$ cat src/include/ide_dma_pkg.sv
// Constants, types and decode helpers shared by the descriptor DMA engine.
//
// Behaviour
// [RULE1] Start fetches first descriptor as two-word burst.
// [RULE2] Latch descriptor count and address, then move.
// [RULE3] Without end flag, fetch the next descriptor.
// [RULE4] Software keeps table aligned, within 64 KB.
// [RULE5] Descriptor is 8 bytes; word 0 is address.
// [RULE6] Word 1 bit 31 ends table; 30-16 ignored.
// [RULE7] Word 1 bits 15-0 count; zero means 64K.
// [RULE8] Direction bit steers which FIFO the interface uses.
// [RULE9] Start bit launches engine with first fetch.
// [RULE10] Disk writes read memory until write FIFO full.
// [RULE11] Disk writes finish once write FIFO empties.
// [RULE12] Disk reads forward read FIFO words to memory.
// [RULE13] Disk reads finish when all counts are stored.
// [RULE14] Device completion never ends transfer before data.
// [RULE15] Firmware prepares everything before setting start bit.
// [RULE16] Software matches count total to command size.
// [RULE17] Firmware aborts by writing zero to start.
// [RULE18] Abort returns engine to idle at once.
// [RULE19] Interface finishes current word, then terminates.
// [RULE20] Abort flushes both FIFOs; data is invalid.
// [RULE21] Separate 256-byte, 32-bit read and write FIFOs.
// [RULE22] Descriptor pointer advances eight bytes per entry.
package ide_dma_pkg;

   // Register byte offsets on the APB.
   localparam logic [7:0]  CTRL_OFS    = 8'h00;
   localparam logic [7:0]  STAT_OFS    = 8'h04;
   localparam logic [7:0]  PTR_OFS     = 8'h08;

   // Control register fields.
   localparam int          START_BIT   = 0;
   localparam int          DIR_BIT     = 3;

   // Status register fields.
   localparam int          ACTIVE_BIT  = 0;
   localparam int          DEVIRQ_BIT  = 1;
   localparam int          INTR_BIT    = 2;

   // Reset values.
   localparam logic [31:0] PTR_RESET   = 32'h0000_0000;
   localparam logic        CTRL_RESET  = 1'b0;

   // Descriptor layout and stepping.
   localparam int          EOT_BIT     = 31;
   localparam logic [15:0] PRD_STEP    = 16'h0008;
   localparam logic [31:0] WORD_STEP   = 32'h0000_0004;
   localparam logic [16:0] FULL_REGION = 17'h1_0000;
   localparam logic [16:0] WORD_BYTES  = 17'h0_0004;
   localparam logic [16:0] HALF_BYTES  = 17'h0_0002;

   // FIFO geometry in bytes and words.
   localparam int          FIFO_BYTES  = 256;
   localparam int          FIFO_WORDS  = FIFO_BYTES / 4;

   // Words requested per memory burst.
   localparam logic [1:0]  DESC_BURST  = 2'h2;
   localparam logic [1:0]  DATA_BURST  = 2'h1;

   // Engine states, Gray coded along fetch, move, drain.
   typedef enum logic [2:0] {
      S_IDLE   = 3'b000,
      S_FETCH0 = 3'b001,
      S_FETCH1 = 3'b011,
      S_XFER   = 3'b010,
      S_DRAIN  = 3'b110
   } dma_state_t;

   // Decoded second descriptor word.
   typedef struct packed {
      logic        end_of_table_flag;
      logic [16:0] count;
   } prd_t;

   // Turns the second descriptor word into flag and byte count.
   function automatic prd_t decode_prd(input logic [31:0] w);
      prd_t p;
      p.end_of_table_flag   = w[EOT_BIT];
      p.count = (w[15:0] == 16'h0000) ? FULL_REGION : {1'b0, w[15:0]};
      return p;
   endfunction : decode_prd

endpackage : ide_dma_pkg

$ cat src/rtl/ide_dma_engine.sv
// Descriptor driven bus-master DMA engine with APB registers.
//
// Added by the designer: the register offsets and the APB slave port.
`timescale 1ns/1ps
module ide_dma_engine (
   // Clock and reset.
   input  wire logic        MCLK,
   input  wire logic        RST_B,
   // APB slave.
   input  wire logic        PSEL,
   input  wire logic        PENABLE,
   input  wire logic        PWRITE,
   input  wire logic [7:0]  PADDR,
   input  wire logic [31:0] PWDATA,
   output logic      [31:0] PRDATA,
   output logic             PREADY,
   output logic             PSLVERR,
   // System memory master, one word per acknowledge.
   output logic             MEM_REQ,
   output logic             MEM_WRITE,
   output logic      [31:0] MEM_ADDR,
   output logic      [31:0] MEM_WDATA,
   output logic      [3:0]  MEM_BE,
   output logic      [1:0]  MEM_BURST,
   input  wire logic        MEM_ACK,
   input  wire logic [31:0] MEM_RDATA,
   // Interface side of the disk-write FIFO.
   input  wire logic        WF_POP,
   output logic      [31:0] WF_DATA,
   output logic             WF_VALID,
   output logic             WF_EMPTY,
   // Interface side of the disk-read FIFO.
   input  wire logic        RF_PUSH,
   input  wire logic [31:0] RF_DATA,
   output logic             RF_FULL,
   // Interface control and completion.
   output logic             IDE_DIR,
   output logic             IDE_ABORT,
   input  wire logic        DEV_INTRQ,
   output logic             IRQ
);
   import ide_dma_pkg::*;

   dma_state_t  state;          // Engine state.
   logic        start;          // Start bit as last written.
   logic        dir;            // One moves disk data into memory.
   logic [31:0] tbl_ptr;        // Descriptor table pointer.
   logic [31:0] desc_ptr;       // Address of the descriptor being fetched, then of the next one.
   logic [31:0] cur_addr;       // Memory address of the next word.
   logic [16:0] rem;            // Bytes left in this region.
   logic        end_of_table_flag;            // Region is the last of the table.
   logic        active;         // Channel busy.
   logic        intr_stat;      // Completion flag.
   logic        dev_done;       // Device raised its completion line.
   logic        rf_taken;       // Popped read word waits for memory.
   logic        fifo_clr;       // Flush pulse to both FIFOs.
   logic [2:0]  irq_sync;       // Pin synchroniser for the device line.
   logic        irq_lvl;        // Filtered device line.
   logic        irq_lvl_d;      // Previous filtered level.
   logic        wr_acc;         // APB write taking effect.
   logic        ctrl_wr;        // That write hits control.
   logic        launch;         // Start bit goes from zero to one.
   logic        abort;          // Start cleared while busy.
   logic        done_evt;       // Transfer completes this cycle.
   logic        wf_full;        // Disk-write FIFO full.
   logic        wf_empty;       // Disk-write FIFO empty.
   logic        wf_push;        // Memory word into disk-write FIFO.
   logic        wf_pop;         // Interface takes a word.
   logic        rf_empty;       // Disk-read FIFO empty.
   logic        rf_pop;         // Engine takes a read word.
   logic [31:0] rf_rdata;       // Word taken from disk-read FIFO.
   logic [3:0]  be;             // Lanes of the next data word.
   logic [16:0] step;           // Bytes in the next data word.

   // True for the three mapped word offsets.
   function automatic logic reg_hit(input logic [7:0] a);
      return (a == CTRL_OFS) || (a == STAT_OFS) || (a == PTR_OFS);
   endfunction : reg_hit

   // Read view of the registers; unmapped offsets read zero.
   function automatic logic [31:0] reg_view(input logic [7:0] a,
                                            input logic [31:0] ctl,
                                            input logic [31:0] sts,
                                            input logic [31:0] ptr);
      logic [31:0] v;
      v = 32'h0000_0000;
      if (a == CTRL_OFS) begin
         v = ctl;
      end else if (a == STAT_OFS) begin
         v = sts;
      end else if (a == PTR_OFS) begin
         v = ptr;
      end
      return v;
   endfunction : reg_view

   assign wr_acc  = PSEL & PENABLE & PWRITE & PREADY;
   assign ctrl_wr = wr_acc & (PADDR == CTRL_OFS);
   assign launch  = ctrl_wr & PWDATA[START_BIT] & ~start & ~active;  // [RULE9]
   assign abort   = ctrl_wr & ~PWDATA[START_BIT] & active;           // [RULE18]

   // Counts are even, so the tail of a region is two or four bytes.
   assign step = (rem >= WORD_BYTES) ? WORD_BYTES : HALF_BYTES;
   assign be   = (rem >= WORD_BYTES) ? 4'hf : 4'h3;

   // Disk writes: memory words fill the write FIFO.
   assign wf_push = (state == S_XFER) & MEM_REQ & ~MEM_WRITE & MEM_ACK;
   assign wf_pop  = WF_POP & ~WF_EMPTY;

   // Disk reads: one word is popped only when none is waiting.
   assign rf_pop = (state == S_XFER) & dir & ~MEM_REQ & ~rf_taken &
                   (rem != '0) & ~rf_empty & ~abort;                  // [RULE12]

   // Completion only once every byte has reached its destination,
   // whatever the device line says meanwhile.
   assign done_evt = ((state == S_XFER) & dir & end_of_table_flag & (rem == '0) &
                      ~MEM_REQ & ~rf_taken) |                         // [RULE13] [RULE14]
                     ((state == S_DRAIN) & wf_empty);                 // [RULE11]

   // The two 256-byte buffers, one per direction.
   ide_dma_fifo #(.WIDTH(32), .DEPTH(FIFO_WORDS)) u_wfifo (           // [RULE21]
      .clk   (MCLK),
      .rst_b (RST_B),
      .clear (fifo_clr),
      .push  (wf_push),
      .wdata (MEM_RDATA),
      .full  (wf_full),
      .pop   (wf_pop),
      .rdata (WF_DATA),
      .empty (wf_empty)
   );

   ide_dma_fifo #(.WIDTH(32), .DEPTH(FIFO_WORDS)) u_rfifo (
      .clk   (MCLK),
      .rst_b (RST_B),
      .clear (fifo_clr),
      .push  (RF_PUSH),
      .wdata (RF_DATA),
      .full  (RF_FULL),
      .pop   (rf_pop),
      .rdata (rf_rdata),
      .empty (rf_empty)
   );

   assign WF_EMPTY = wf_empty;

   // APB answers in the first access cycle; data is caught at setup.
   always_ff @(posedge MCLK or negedge RST_B) begin
      if (!RST_B) begin
         PREADY  <= 1'b0;
         PRDATA  <= 32'h0000_0000;
         PSLVERR <= 1'b0;
      end else begin
         PREADY  <= PSEL & ~PENABLE;
         PSLVERR <= PSEL & ~PENABLE & ~reg_hit(PADDR);
         if (PSEL & ~PENABLE & ~PWRITE) begin
            PRDATA <= reg_view(PADDR,
               {28'h0, dir, 2'h0, start},
               {29'h0, intr_stat, dev_done, active},
               tbl_ptr);
         end
      end
   end

   // Control and pointer; direction and pointer hold while busy.
   always_ff @(posedge MCLK or negedge RST_B) begin
      if (!RST_B) begin
         start   <= CTRL_RESET;
         dir     <= CTRL_RESET;
         tbl_ptr <= PTR_RESET;
      end else begin
         if (ctrl_wr) begin
            start <= PWDATA[START_BIT];
            if (!active) begin
               dir <= PWDATA[DIR_BIT];                                // [RULE8]
            end
         end
         if (wr_acc && (PADDR == PTR_OFS) && !active) begin
            tbl_ptr <= {PWDATA[31:2], 2'b00};                         // [RULE4]
         end
      end
   end

   // Status flags; a hardware set wins over a write-one clear.
   always_ff @(posedge MCLK or negedge RST_B) begin
      if (!RST_B) begin
         active    <= 1'b0;
         intr_stat <= 1'b0;
         dev_done  <= 1'b0;
         IRQ       <= 1'b0;
      end else begin
         if (launch) begin
            active <= 1'b1;
         end else if (abort || done_evt) begin
            active <= 1'b0;                                           // [RULE11] [RULE13]
         end
         if (done_evt && !abort) begin
            intr_stat <= 1'b1;
         end else if (wr_acc && (PADDR == STAT_OFS) && PWDATA[INTR_BIT]) begin
            intr_stat <= 1'b0;
         end
         if (irq_lvl && !irq_lvl_d) begin
            dev_done <= 1'b1;
         end else if (wr_acc && (PADDR == STAT_OFS) && PWDATA[DEVIRQ_BIT]) begin
            dev_done <= 1'b0;
         end
         IRQ <= intr_stat;
      end
   end

   // Device line passes three flops; the level moves once two agree.
   always_ff @(posedge MCLK or negedge RST_B) begin
      if (!RST_B) begin
         irq_sync  <= 3'b000;
         irq_lvl   <= 1'b0;
         irq_lvl_d <= 1'b0;
      end else begin
         irq_sync  <= {irq_sync[1:0], DEV_INTRQ};
         if (irq_sync[1] == irq_sync[2]) begin
            irq_lvl <= irq_sync[2];
         end
         irq_lvl_d <= irq_lvl;
      end
   end

   // Interface-facing pulses and the word-valid flag.
   always_ff @(posedge MCLK or negedge RST_B) begin
      if (!RST_B) begin
         fifo_clr  <= 1'b0;
         IDE_ABORT <= 1'b0;
         IDE_DIR   <= 1'b0;
         WF_VALID  <= 1'b0;
      end else begin
         // The interface finishes its word on seeing this pulse.
         fifo_clr  <= abort;                                          // [RULE20]
         IDE_ABORT <= abort;                                          // [RULE19]
         IDE_DIR   <= dir;                                            // [RULE8]
         WF_VALID  <= wf_pop;
      end
   end

   // Descriptor walk and data movement.
   always_ff @(posedge MCLK or negedge RST_B) begin
      if (!RST_B) begin
         state     <= S_IDLE;
         desc_ptr  <= PTR_RESET;
         cur_addr  <= PTR_RESET;
         rem       <= '0;
         end_of_table_flag       <= 1'b0;
         rf_taken  <= 1'b0;
         MEM_REQ   <= 1'b0;
         MEM_WRITE <= 1'b0;
         MEM_ADDR  <= 32'h0000_0000;
         MEM_WDATA <= 32'h0000_0000;
         MEM_BE    <= 4'h0;
         MEM_BURST <= 2'h0;
      end else if (abort) begin
         // An open memory request is dropped, not completed.
         state    <= S_IDLE;                                          // [RULE18]
         MEM_REQ  <= 1'b0;
         rf_taken <= 1'b0;
      end else begin
         unique case (state)
            S_IDLE: begin
               if (launch) begin
                  state     <= S_FETCH0;                              // [RULE9]
                  desc_ptr  <= tbl_ptr;
                  MEM_REQ   <= 1'b1;                                  // [RULE1]
                  MEM_WRITE <= 1'b0;
                  MEM_ADDR  <= tbl_ptr;
                  MEM_BE    <= 4'hf;
                  MEM_BURST <= DESC_BURST;
               end
            end
            S_FETCH0: begin
               // First word is the region base address.
               if (MEM_ACK) begin
                  state    <= S_FETCH1;
                  cur_addr <= MEM_RDATA;                              // [RULE5]
                  MEM_ADDR <= desc_ptr + WORD_STEP;
               end
            end
            S_FETCH1: begin
               if (MEM_ACK) begin
                  state    <= S_XFER;
                  MEM_REQ  <= 1'b0;
                  {end_of_table_flag, rem} <= decode_prd(MEM_RDATA);                // [RULE2] [RULE6] [RULE7]
                  desc_ptr <= {desc_ptr[31:16],
                               desc_ptr[15:0] + PRD_STEP};            // [RULE22]
               end
            end
            S_XFER: begin
               if (MEM_REQ) begin
                  if (MEM_ACK) begin
                     MEM_REQ  <= 1'b0;
                     cur_addr <= cur_addr + WORD_STEP;
                     rem      <= rem - step;
                  end
               end else if (rem != '0) begin
                  if (!dir && !wf_full) begin
                     // Reads stop while the write FIFO is full.
                     MEM_REQ   <= 1'b1;                               // [RULE10]
                     MEM_WRITE <= 1'b0;
                     MEM_ADDR  <= cur_addr;
                     MEM_BE    <= be;
                     MEM_BURST <= DATA_BURST;
                  end else if (dir && rf_taken) begin
                     MEM_REQ   <= 1'b1;                               // [RULE12]
                     MEM_WRITE <= 1'b1;
                     MEM_ADDR  <= cur_addr;
                     MEM_WDATA <= rf_rdata;
                     MEM_BE    <= be;
                     MEM_BURST <= DATA_BURST;
                     rf_taken  <= 1'b0;
                  end else if (rf_pop) begin
                     rf_taken <= 1'b1;
                  end
               end else if (!rf_taken) begin
                  if (!end_of_table_flag) begin
                     state     <= S_FETCH0;                           // [RULE3]
                     MEM_REQ   <= 1'b1;
                     MEM_WRITE <= 1'b0;
                     MEM_ADDR  <= desc_ptr;
                     MEM_BE    <= 4'hf;
                     MEM_BURST <= DESC_BURST;
                  end else if (dir) begin
                     state <= S_IDLE;                                 // [RULE13]
                  end else begin
                     state <= S_DRAIN;                                // [RULE11]
                  end
               end
            end
            S_DRAIN: begin
               if (wf_empty) begin
                  state <= S_IDLE;                                    // [RULE11]
               end
            end
            default: begin
               state <= S_IDLE;
            end
         endcase
      end
   end
endmodule : ide_dma_engine

$ cat src/rtl/ide_dma_fifo.sv
// Synchronous word FIFO with registered read data and flags.
`timescale 1ns/1ps
module ide_dma_fifo #(
   parameter int WIDTH = 32,
   parameter int DEPTH = 64
) (
   // Clock and reset.
   input  wire logic             clk,
   input  wire logic             rst_b,
   // Flush.
   input  wire logic             clear,
   // Fill side.
   input  wire logic             push,
   input  wire logic [WIDTH-1:0] wdata,
   output logic                  full,
   // Drain side.
   input  wire logic             pop,
   output logic      [WIDTH-1:0] rdata,
   output logic                  empty
);
   localparam int AW = $clog2(DEPTH);

   logic [WIDTH-1:0] store [DEPTH];   // Word storage.
   logic [AW-1:0]    wptr;            // Next slot to fill.
   logic [AW-1:0]    rptr;            // Next slot to drain.
   logic [AW:0]      count;           // Words held.
   logic [AW:0]      next_count;      // Count after this edge.
   logic             do_push;         // Accepted fill.
   logic             do_pop;          // Accepted drain.

   // Flags are registered, so a refused push is simply ignored.
   assign do_push = push & ~full & ~clear;
   assign do_pop  = pop & ~empty & ~clear;

   // Count after this edge; a flush wins over everything.
   always_comb begin
      next_count = count;
      if (clear) begin
         next_count = '0;
      end else if (do_push & ~do_pop) begin
         next_count = count + 1'b1;
      end else if (do_pop & ~do_push) begin
         next_count = count - 1'b1;
      end
   end

   // Storage has no reset; words are only valid behind the count.
   always_ff @(posedge clk) begin
      if (do_push) begin
         store[wptr] <= wdata;
      end
   end

   // Pointers, count and flags.
   always_ff @(posedge clk or negedge rst_b) begin
      if (!rst_b) begin
         wptr  <= '0;
         rptr  <= '0;
         count <= '0;
         full  <= 1'b0;
         empty <= 1'b1;
      end else begin
         count <= next_count;
         full  <= (next_count == (AW+1)'(DEPTH));
         empty <= (next_count == '0);
         if (clear) begin
            wptr <= '0;
            rptr <= '0;
         end else begin
            if (do_push) begin
               wptr <= wptr + 1'b1;
            end
            if (do_pop) begin
               rptr <= rptr + 1'b1;
            end
         end
      end
   end

   // Read data appears the cycle after an accepted pop.
   always_ff @(posedge clk or negedge rst_b) begin
      if (!rst_b) begin
         rdata <= '0;
      end else if (do_pop) begin
         rdata <= store[rptr];
      end
   end

endmodule : ide_dma_fifo

$ cat config.mk
export PLATFORM = sky130hd
export DESIGN_NAME = ide_dma_engine
export DESIGN_NICKNAME = d
export VERILOG_FILES = /design/src/include/ide_dma_pkg.sv /design/src/rtl/ide_dma_engine.sv /design/src/rtl/ide_dma_fifo.sv
export SDC_FILE = /design/constraint.sdc
export NUM_CORES = 2
export LEC_CHECK = 0
export BUFFER_PORTS_ARGS = -buffer_cell sky130_fd_sc_hd__buf_2
export CAP_MARGIN = 20
export CORE_MARGIN = 3
export CORE_UTILIZATION = 60
export DETAILED_ROUTE_END_ITERATION = 7
export GPL_ROUTABILITY_DRIVEN = 1
export GPL_TIMING_DRIVEN = 0
export PLACE_DENSITY = 0.76
export SLEW_MARGIN = 20
export SYNTH_ARGS = -nofsm -noshare
export SYNTH_HDL_FRONTEND = slang
export SYNTH_SLANG_ARGS = --single-unit
$ cat constraint.sdc
create_clock -name MCLK -period 4.6 [get_ports MCLK]
set_input_delay 0.92 -clock MCLK [delete_from_list [all_inputs] [get_ports MCLK]]
set_output_delay 0.92 -clock MCLK [all_outputs]
set_load 0.05 [all_outputs]
Word level (Yosys, flattened, before mapping). Memory sizes are Yosys's and may differ from the RTL's. A register that Yosys moved wholly into a read port is not among the register bits. Cells that the tools add are included.

$add $sub $neg: 12. Magnitude comparators: 1. Eq/ne operators: 27. Multiplexer cells: 102. Bitwise gates (word level): 61. Reductions and logical operators: 54.

Operators by type and width (count): $mux W32 (14); $pmux W32 S2 (2); $pmux W32 S3 (1); $mux W17 (4); $add A32 B3 Y32 const B (2); $mux W6 (8); $mux W7 (6); $and A1 B1 Y1 (39); $mux W1 (34); $pmux W17 S2 (1); $mux W3 (11); $mux W4 (8); $reduce_bool A2 Y1 (13); $add A6 B1 Y6 const B (4); $not A1 Y1 (21); $ne A3 B3 Y1 const B (6); $ge A17 B3 Y1 const B (1); $logic_not A17 Y1 (1); $reduce_bool A17 Y1 (1); $sub A17 B3 Y17 (1); $add A16 B4 Y16 const B (1); $logic_not A16 Y1 (1); $mux W16 (1); $pmux W3 S5 (1); 34 further kinds (75).

Register bits after elaboration: 278. Memory bits (writable): 4096. Bits of input ports: 113. Output and inout port bits: 144. Logic and storage cells: 298. Memories: 2.

Memory list: u_rfifo.store (depth 64, width 32, read ports 1, clocked after Yosys merged registers in 1, wr ports 1, line ide_dma_fifo.sv:23) `logic [WIDTH-1:0] store [DEPTH];`; u_wfifo.store (depth 64, width 32, read ports 1, clocked after Yosys merged registers in 1, wr ports 1, line ide_dma_fifo.sv:23).

Logic depth before layout (Yosys ltp).
Depth after elaboration: 15. Depth in mapped cells: 11. Mapped depth without buffers: 10.

By module. A second synthesis with hierarchy kept.

Cells, all modules: 9596. Area total of the unflattened synthesis: 174079.5 um^2.

By module, submodules not included: ide_dma_fifo at u_wfifo (times used 1, cells an instance 4198, area an instance 81204.1 um^2, sequential area each 62826.5 um^2); ide_dma_fifo at u_rfifo (times used 1, cells an instance 4161, area an instance 80998.9 um^2, sequential area each 62826.5 um^2); ide_dma_engine (times used 1, cells an instance 1237, area an instance 11876.4 um^2, sequential area each 5805.6 um^2).

Least setup slack after synthesis. No wires, ideal clock.

Path kind: input to register. Start point: input MEM_ACK. End point: memory u_wfifo.store[59][0] (enable). Library setup time: 0.421 ns. Data arrival time: 3.572 ns. Path slack: 0.607 ns. Stages on the path: 5. Path through: nor4bb_1 and2_1 buf_1 nand4_1 nor2_1.

Cells in the longest elaborated chain, start to end: 5.

RTL lines: from (decl) (line ide_dma_engine.sv:25) `input wire logic MEM_ACK,`; $and A1 B1 Y1 (line ide_dma_engine.sv:107) `assign wf_push = (state == S_XFER) & MEM_REQ & ~MEM_WRITE & MEM_ACK;`; $and A1 B1 Y1 (2 in a row) (line ide_dma_fifo.sv:32) `assign do_push = push & ~full & ~clear;`; $mux W1 (line ide_dma_fifo.sv:49) `if (do_push) begin`; $mux W1 (implied by the code) (line ide_dma_fifo.sv:50) `store[wptr] <= wdata;`; to (decl) (line ide_dma_fifo.sv:23).

No other way between the ends.

==> flow_summary.ini <==
[run]
maxCapViolCount = 0

[die]
die_h_um = 541.1
die_area_sq_mm = 0.2928
rows = 195
coreArea_sq_mm = 0.2835
start_util = 0.6059
ios = 257
die_w_um = 541.1

[grt]
grt_max_degree = 99
antenna_found_initial = 34
grt.overflow.total = 0
grt_pass1_wl_um = 683500
grt_util_all_layers = 0.3302
grt_pass1_vias = 91366

[critical_path]
r2r_start = u_wfifo.rptr[0]$_DFFE_PN0P_
crit_start = u_wfifo.rptr[0]$_DFFE_PN0P_
start_kind = flip-flop
crit_fanout = 10
cp.arrival_ps = 5740
crit_path_end_kind = flip-flop
required_ps = 5440
crit_type = reg2reg
r2r_slack_ps = -310
worstRegToRegCells = 8
cp-endpoint = u_wfifo.rdata[7]$_DFFE_PN0P_
worstReg2RegEnd = u_wfifo.rdata[7]$_DFFE_PN0P_

[placement]
gp_routability_congestion = 0.9083
dp_hpwl_um = 284300
numPortBuffers = 256
place_inst = 11874

[synth]
ys_seq_elements = 4434
ys_types = 81
yosys_most_used_dff = edfxtp_1
yosysSeqAreaShare = 0.7653
synth_warnings = 0
synth-edff-count = 4096
syn-num-nets = 7860
synth_area_per_cell_sq_um = 22.21
synth_async_sr_flop_share = 0.07623
netlist_instances = 7733
syn-cell-area_sq_mm = 0.1718

[clock_tree]
htreeDepth = 5
cts-root-buf = clkbuf_16
cts_sinks = 4434
clk_pin_slew_ps = 70
cts_buffer_depth = 4
tritoncts = yes
insertion_delay_ps = 990
cts_buffers = 425

[layout]
fillCellCount = 15933
layout_commonest_cell = edfxtp_1
post-route-util = 0.6962
layout_common_cells = 4096 x edfxtp_1, 1279 x mux4_2, 430 x clkbuf_16
fin_cells = 12747
multi_input_area_sq_mm = 0.03948
drive_gt1_frac = 0.3107
areaGrowthSynthToFinish_pct = 14.90
seqCellArea_sq_mm = 0.1315
nets = 8737

[sta]
setup_ws_ps = -305.0
fmax_mhz = 203.9
relSlewSlack = 0.1801
finalMaxSlewViolations = 0
min_period_ps = 4905
hold_violations = 0
finClkSkew_ps = 61.38
fin_crit_sh = 1.066
setup_viol = 148
tightest_slew_ps = 1230

[pwr]
cellPowerDensity_mw_per_mm2 = 532.6
power.leakage_nw = 63.18
power_mw = 105.1
peakVddDrop_mv = 0.4793

[route]
vias = 91704
wirelength_um = 491000
drc = 5
first_iter_violations = 15711
final_antenna_net_count = 0
first_pass_iters = 8
wl_per_cell_um = 38.52
avgViaCountPerCell = 7.194

[min_path]
hold_path.startpoint = PWDATA[15]
hold_class = in2reg

[run_status]
status = finished with violations
violations = design-rule violations, negative setup slack
[what timing repair did]
action                                 CTS  global route
setup buffers                            6            41
endpoints found under the hold margin   28             0
pin swaps                                3            11
gates resized for setup                 35            23
setup endpoints to repair              914           215
hold buffers                             2             0
[kinds of logic (layout without fill, tap and decap cells)]
| logic type | count (synthesis) | after routing | share of synthesized area |
|---|---|---|---|
| flops | 4434 | 4434 | 0.7653 |
| mux | 1478 | 1478 | 0.1802 |
| simple gates | 810 | 810 | 0.02149 |
| buf+inv | 470 | 1720 | 0.01080 |
| compound gates | 467 | 467 | 0.01806 |
| xor+xnor | 59 | 59 | 0.003008 |
| fa+ha+maj | 15 | 15 | 0.001122 |
| other cells | 0 | 21 | 0 |
[worst min-delay path by stage]
stage	to	cells after the start	slack (ps)
after detailed placement	irq_sync[1]$_DFF_PN0_	0	350
after floorplan	irq_sync[1]$_DFF_PN0_	0	330
after global routing	tbl_ptr[17]$_DFFE_PN0P_	2	160
final	tbl_ptr[15]$_DFFE_PN0P_	2	170
after CTS	tbl_ptr[15]$_DFFE_PN0P_	2	120
after global placement	irq_sync[1]$_DFF_PN0_	0	340
[registers in the layout (all words and copies together) (netlist names), 2 cells and up]
name	cells
MEM_ADDR	32
MEM_BE	2
MEM_BURST	2
MEM_WDATA	32
PRDATA	32
cur_addr	32
desc_ptr	30
irq_sync	3
rem	17
state	3
tbl_ptr	30
u_rfifo.count	7
u_rfifo.rdata	32
u_rfifo.rptr	6
u_rfifo.store	2048
u_rfifo.wptr	6
u_wfifo.count	7
u_wfifo.rdata	32
u_wfifo.rptr	6
u_wfifo.store	2048
u_wfifo.wptr	6
[routing by layer]
metal / global-route usage / vias up / share of wire
met5: 0 / - / 0.00030
met2: 0.5347 / 8003 / 0.49
met4: 0.1640 / 22 / 0.063
li1: - / 34408 / -
met1: 0.4308 / 47734 / 0.33
met3: 0.07215 / 1537 / 0.12
[area by class of cell]
type / count / share of cell area
flip-flops and latches: 4434 / 0.6660
diodes: 21 / 0.0002662
clock buffers: 560 / 0.05917
well taps: 3743 / 0.02373
multi-input cells: 2829 / 0.2000
clock inverters: 240 / 0.01324
repair buffers: 451 / 0.02730
plain buffers: 442 / 0.009737
inverters: 27 / 0.0005135
[synthesized netlist by cell type, types with 24 or more instances]
master,count,area share
buf_1,129,0.0028
nor2_1,293,0.0064
nand2_1,223,0.0049
o21ai_0,133,0.0039
clkbuf_1,280,0.0061
nand3_1,76,0.0022
edfxtp_1,4096,0.72
mux2_2,128,0.0084
a222oi_1,25,0.0015
inv_1,27,0.00059
nand4_1,29,0.0011
dfrtp_1,336,0.049
xnor2_1,27,0.0014
buf_2,24,0.00070
mux4_2,1279,0.17
nor3_1,54,0.0016
a221o_1,32,0.0019
a21oi_1,124,0.0036
a22oi_1,35,0.0015
a21oi_2,30,0.0015
xor2_1,32,0.0016
mux2i_1,70,0.0041
[metrics by stage]
stage / hold WS [ps] / instance area, sq um / TNS, ps / worst slack [ps]
2_1_floorplan: 331.2 / 171800 / 0 / 607.1
6_report: 169.8 / 197400 / -4634 / -305.0
5_1_grt: 164.8 / 197300 / -1777 / -287.7
4_1_cts: 115.6 / 196700 / 0 / 4.670
3_3_place_gp: 335.3 / 177700 / -8006730 / -4392
3_5_place_dp: 351.5 / 182300 / -723090 / -931.9
[critical path, cell delays in order, from the launching register on]
cell,delay [ps]
dfrtp_1,380
clkbuf_2,610
clkbuf_2,600
buf_1,840
mux4_2,630
mux4_2,580
mux2i_1,710
nor3_1,110
a221o_1,300
[where the power goes]
part	switching [mW]	leakage, nW	internal [mW]	total (mW)
sequential	1.01	41.0	45.5	46.5
combinational	14.1	15.2	8.63	22.8
clock	15.6	6.95	20.2	35.9
total	30.8	63.2	74.3	105
Power figures use the tool's default switching activity.
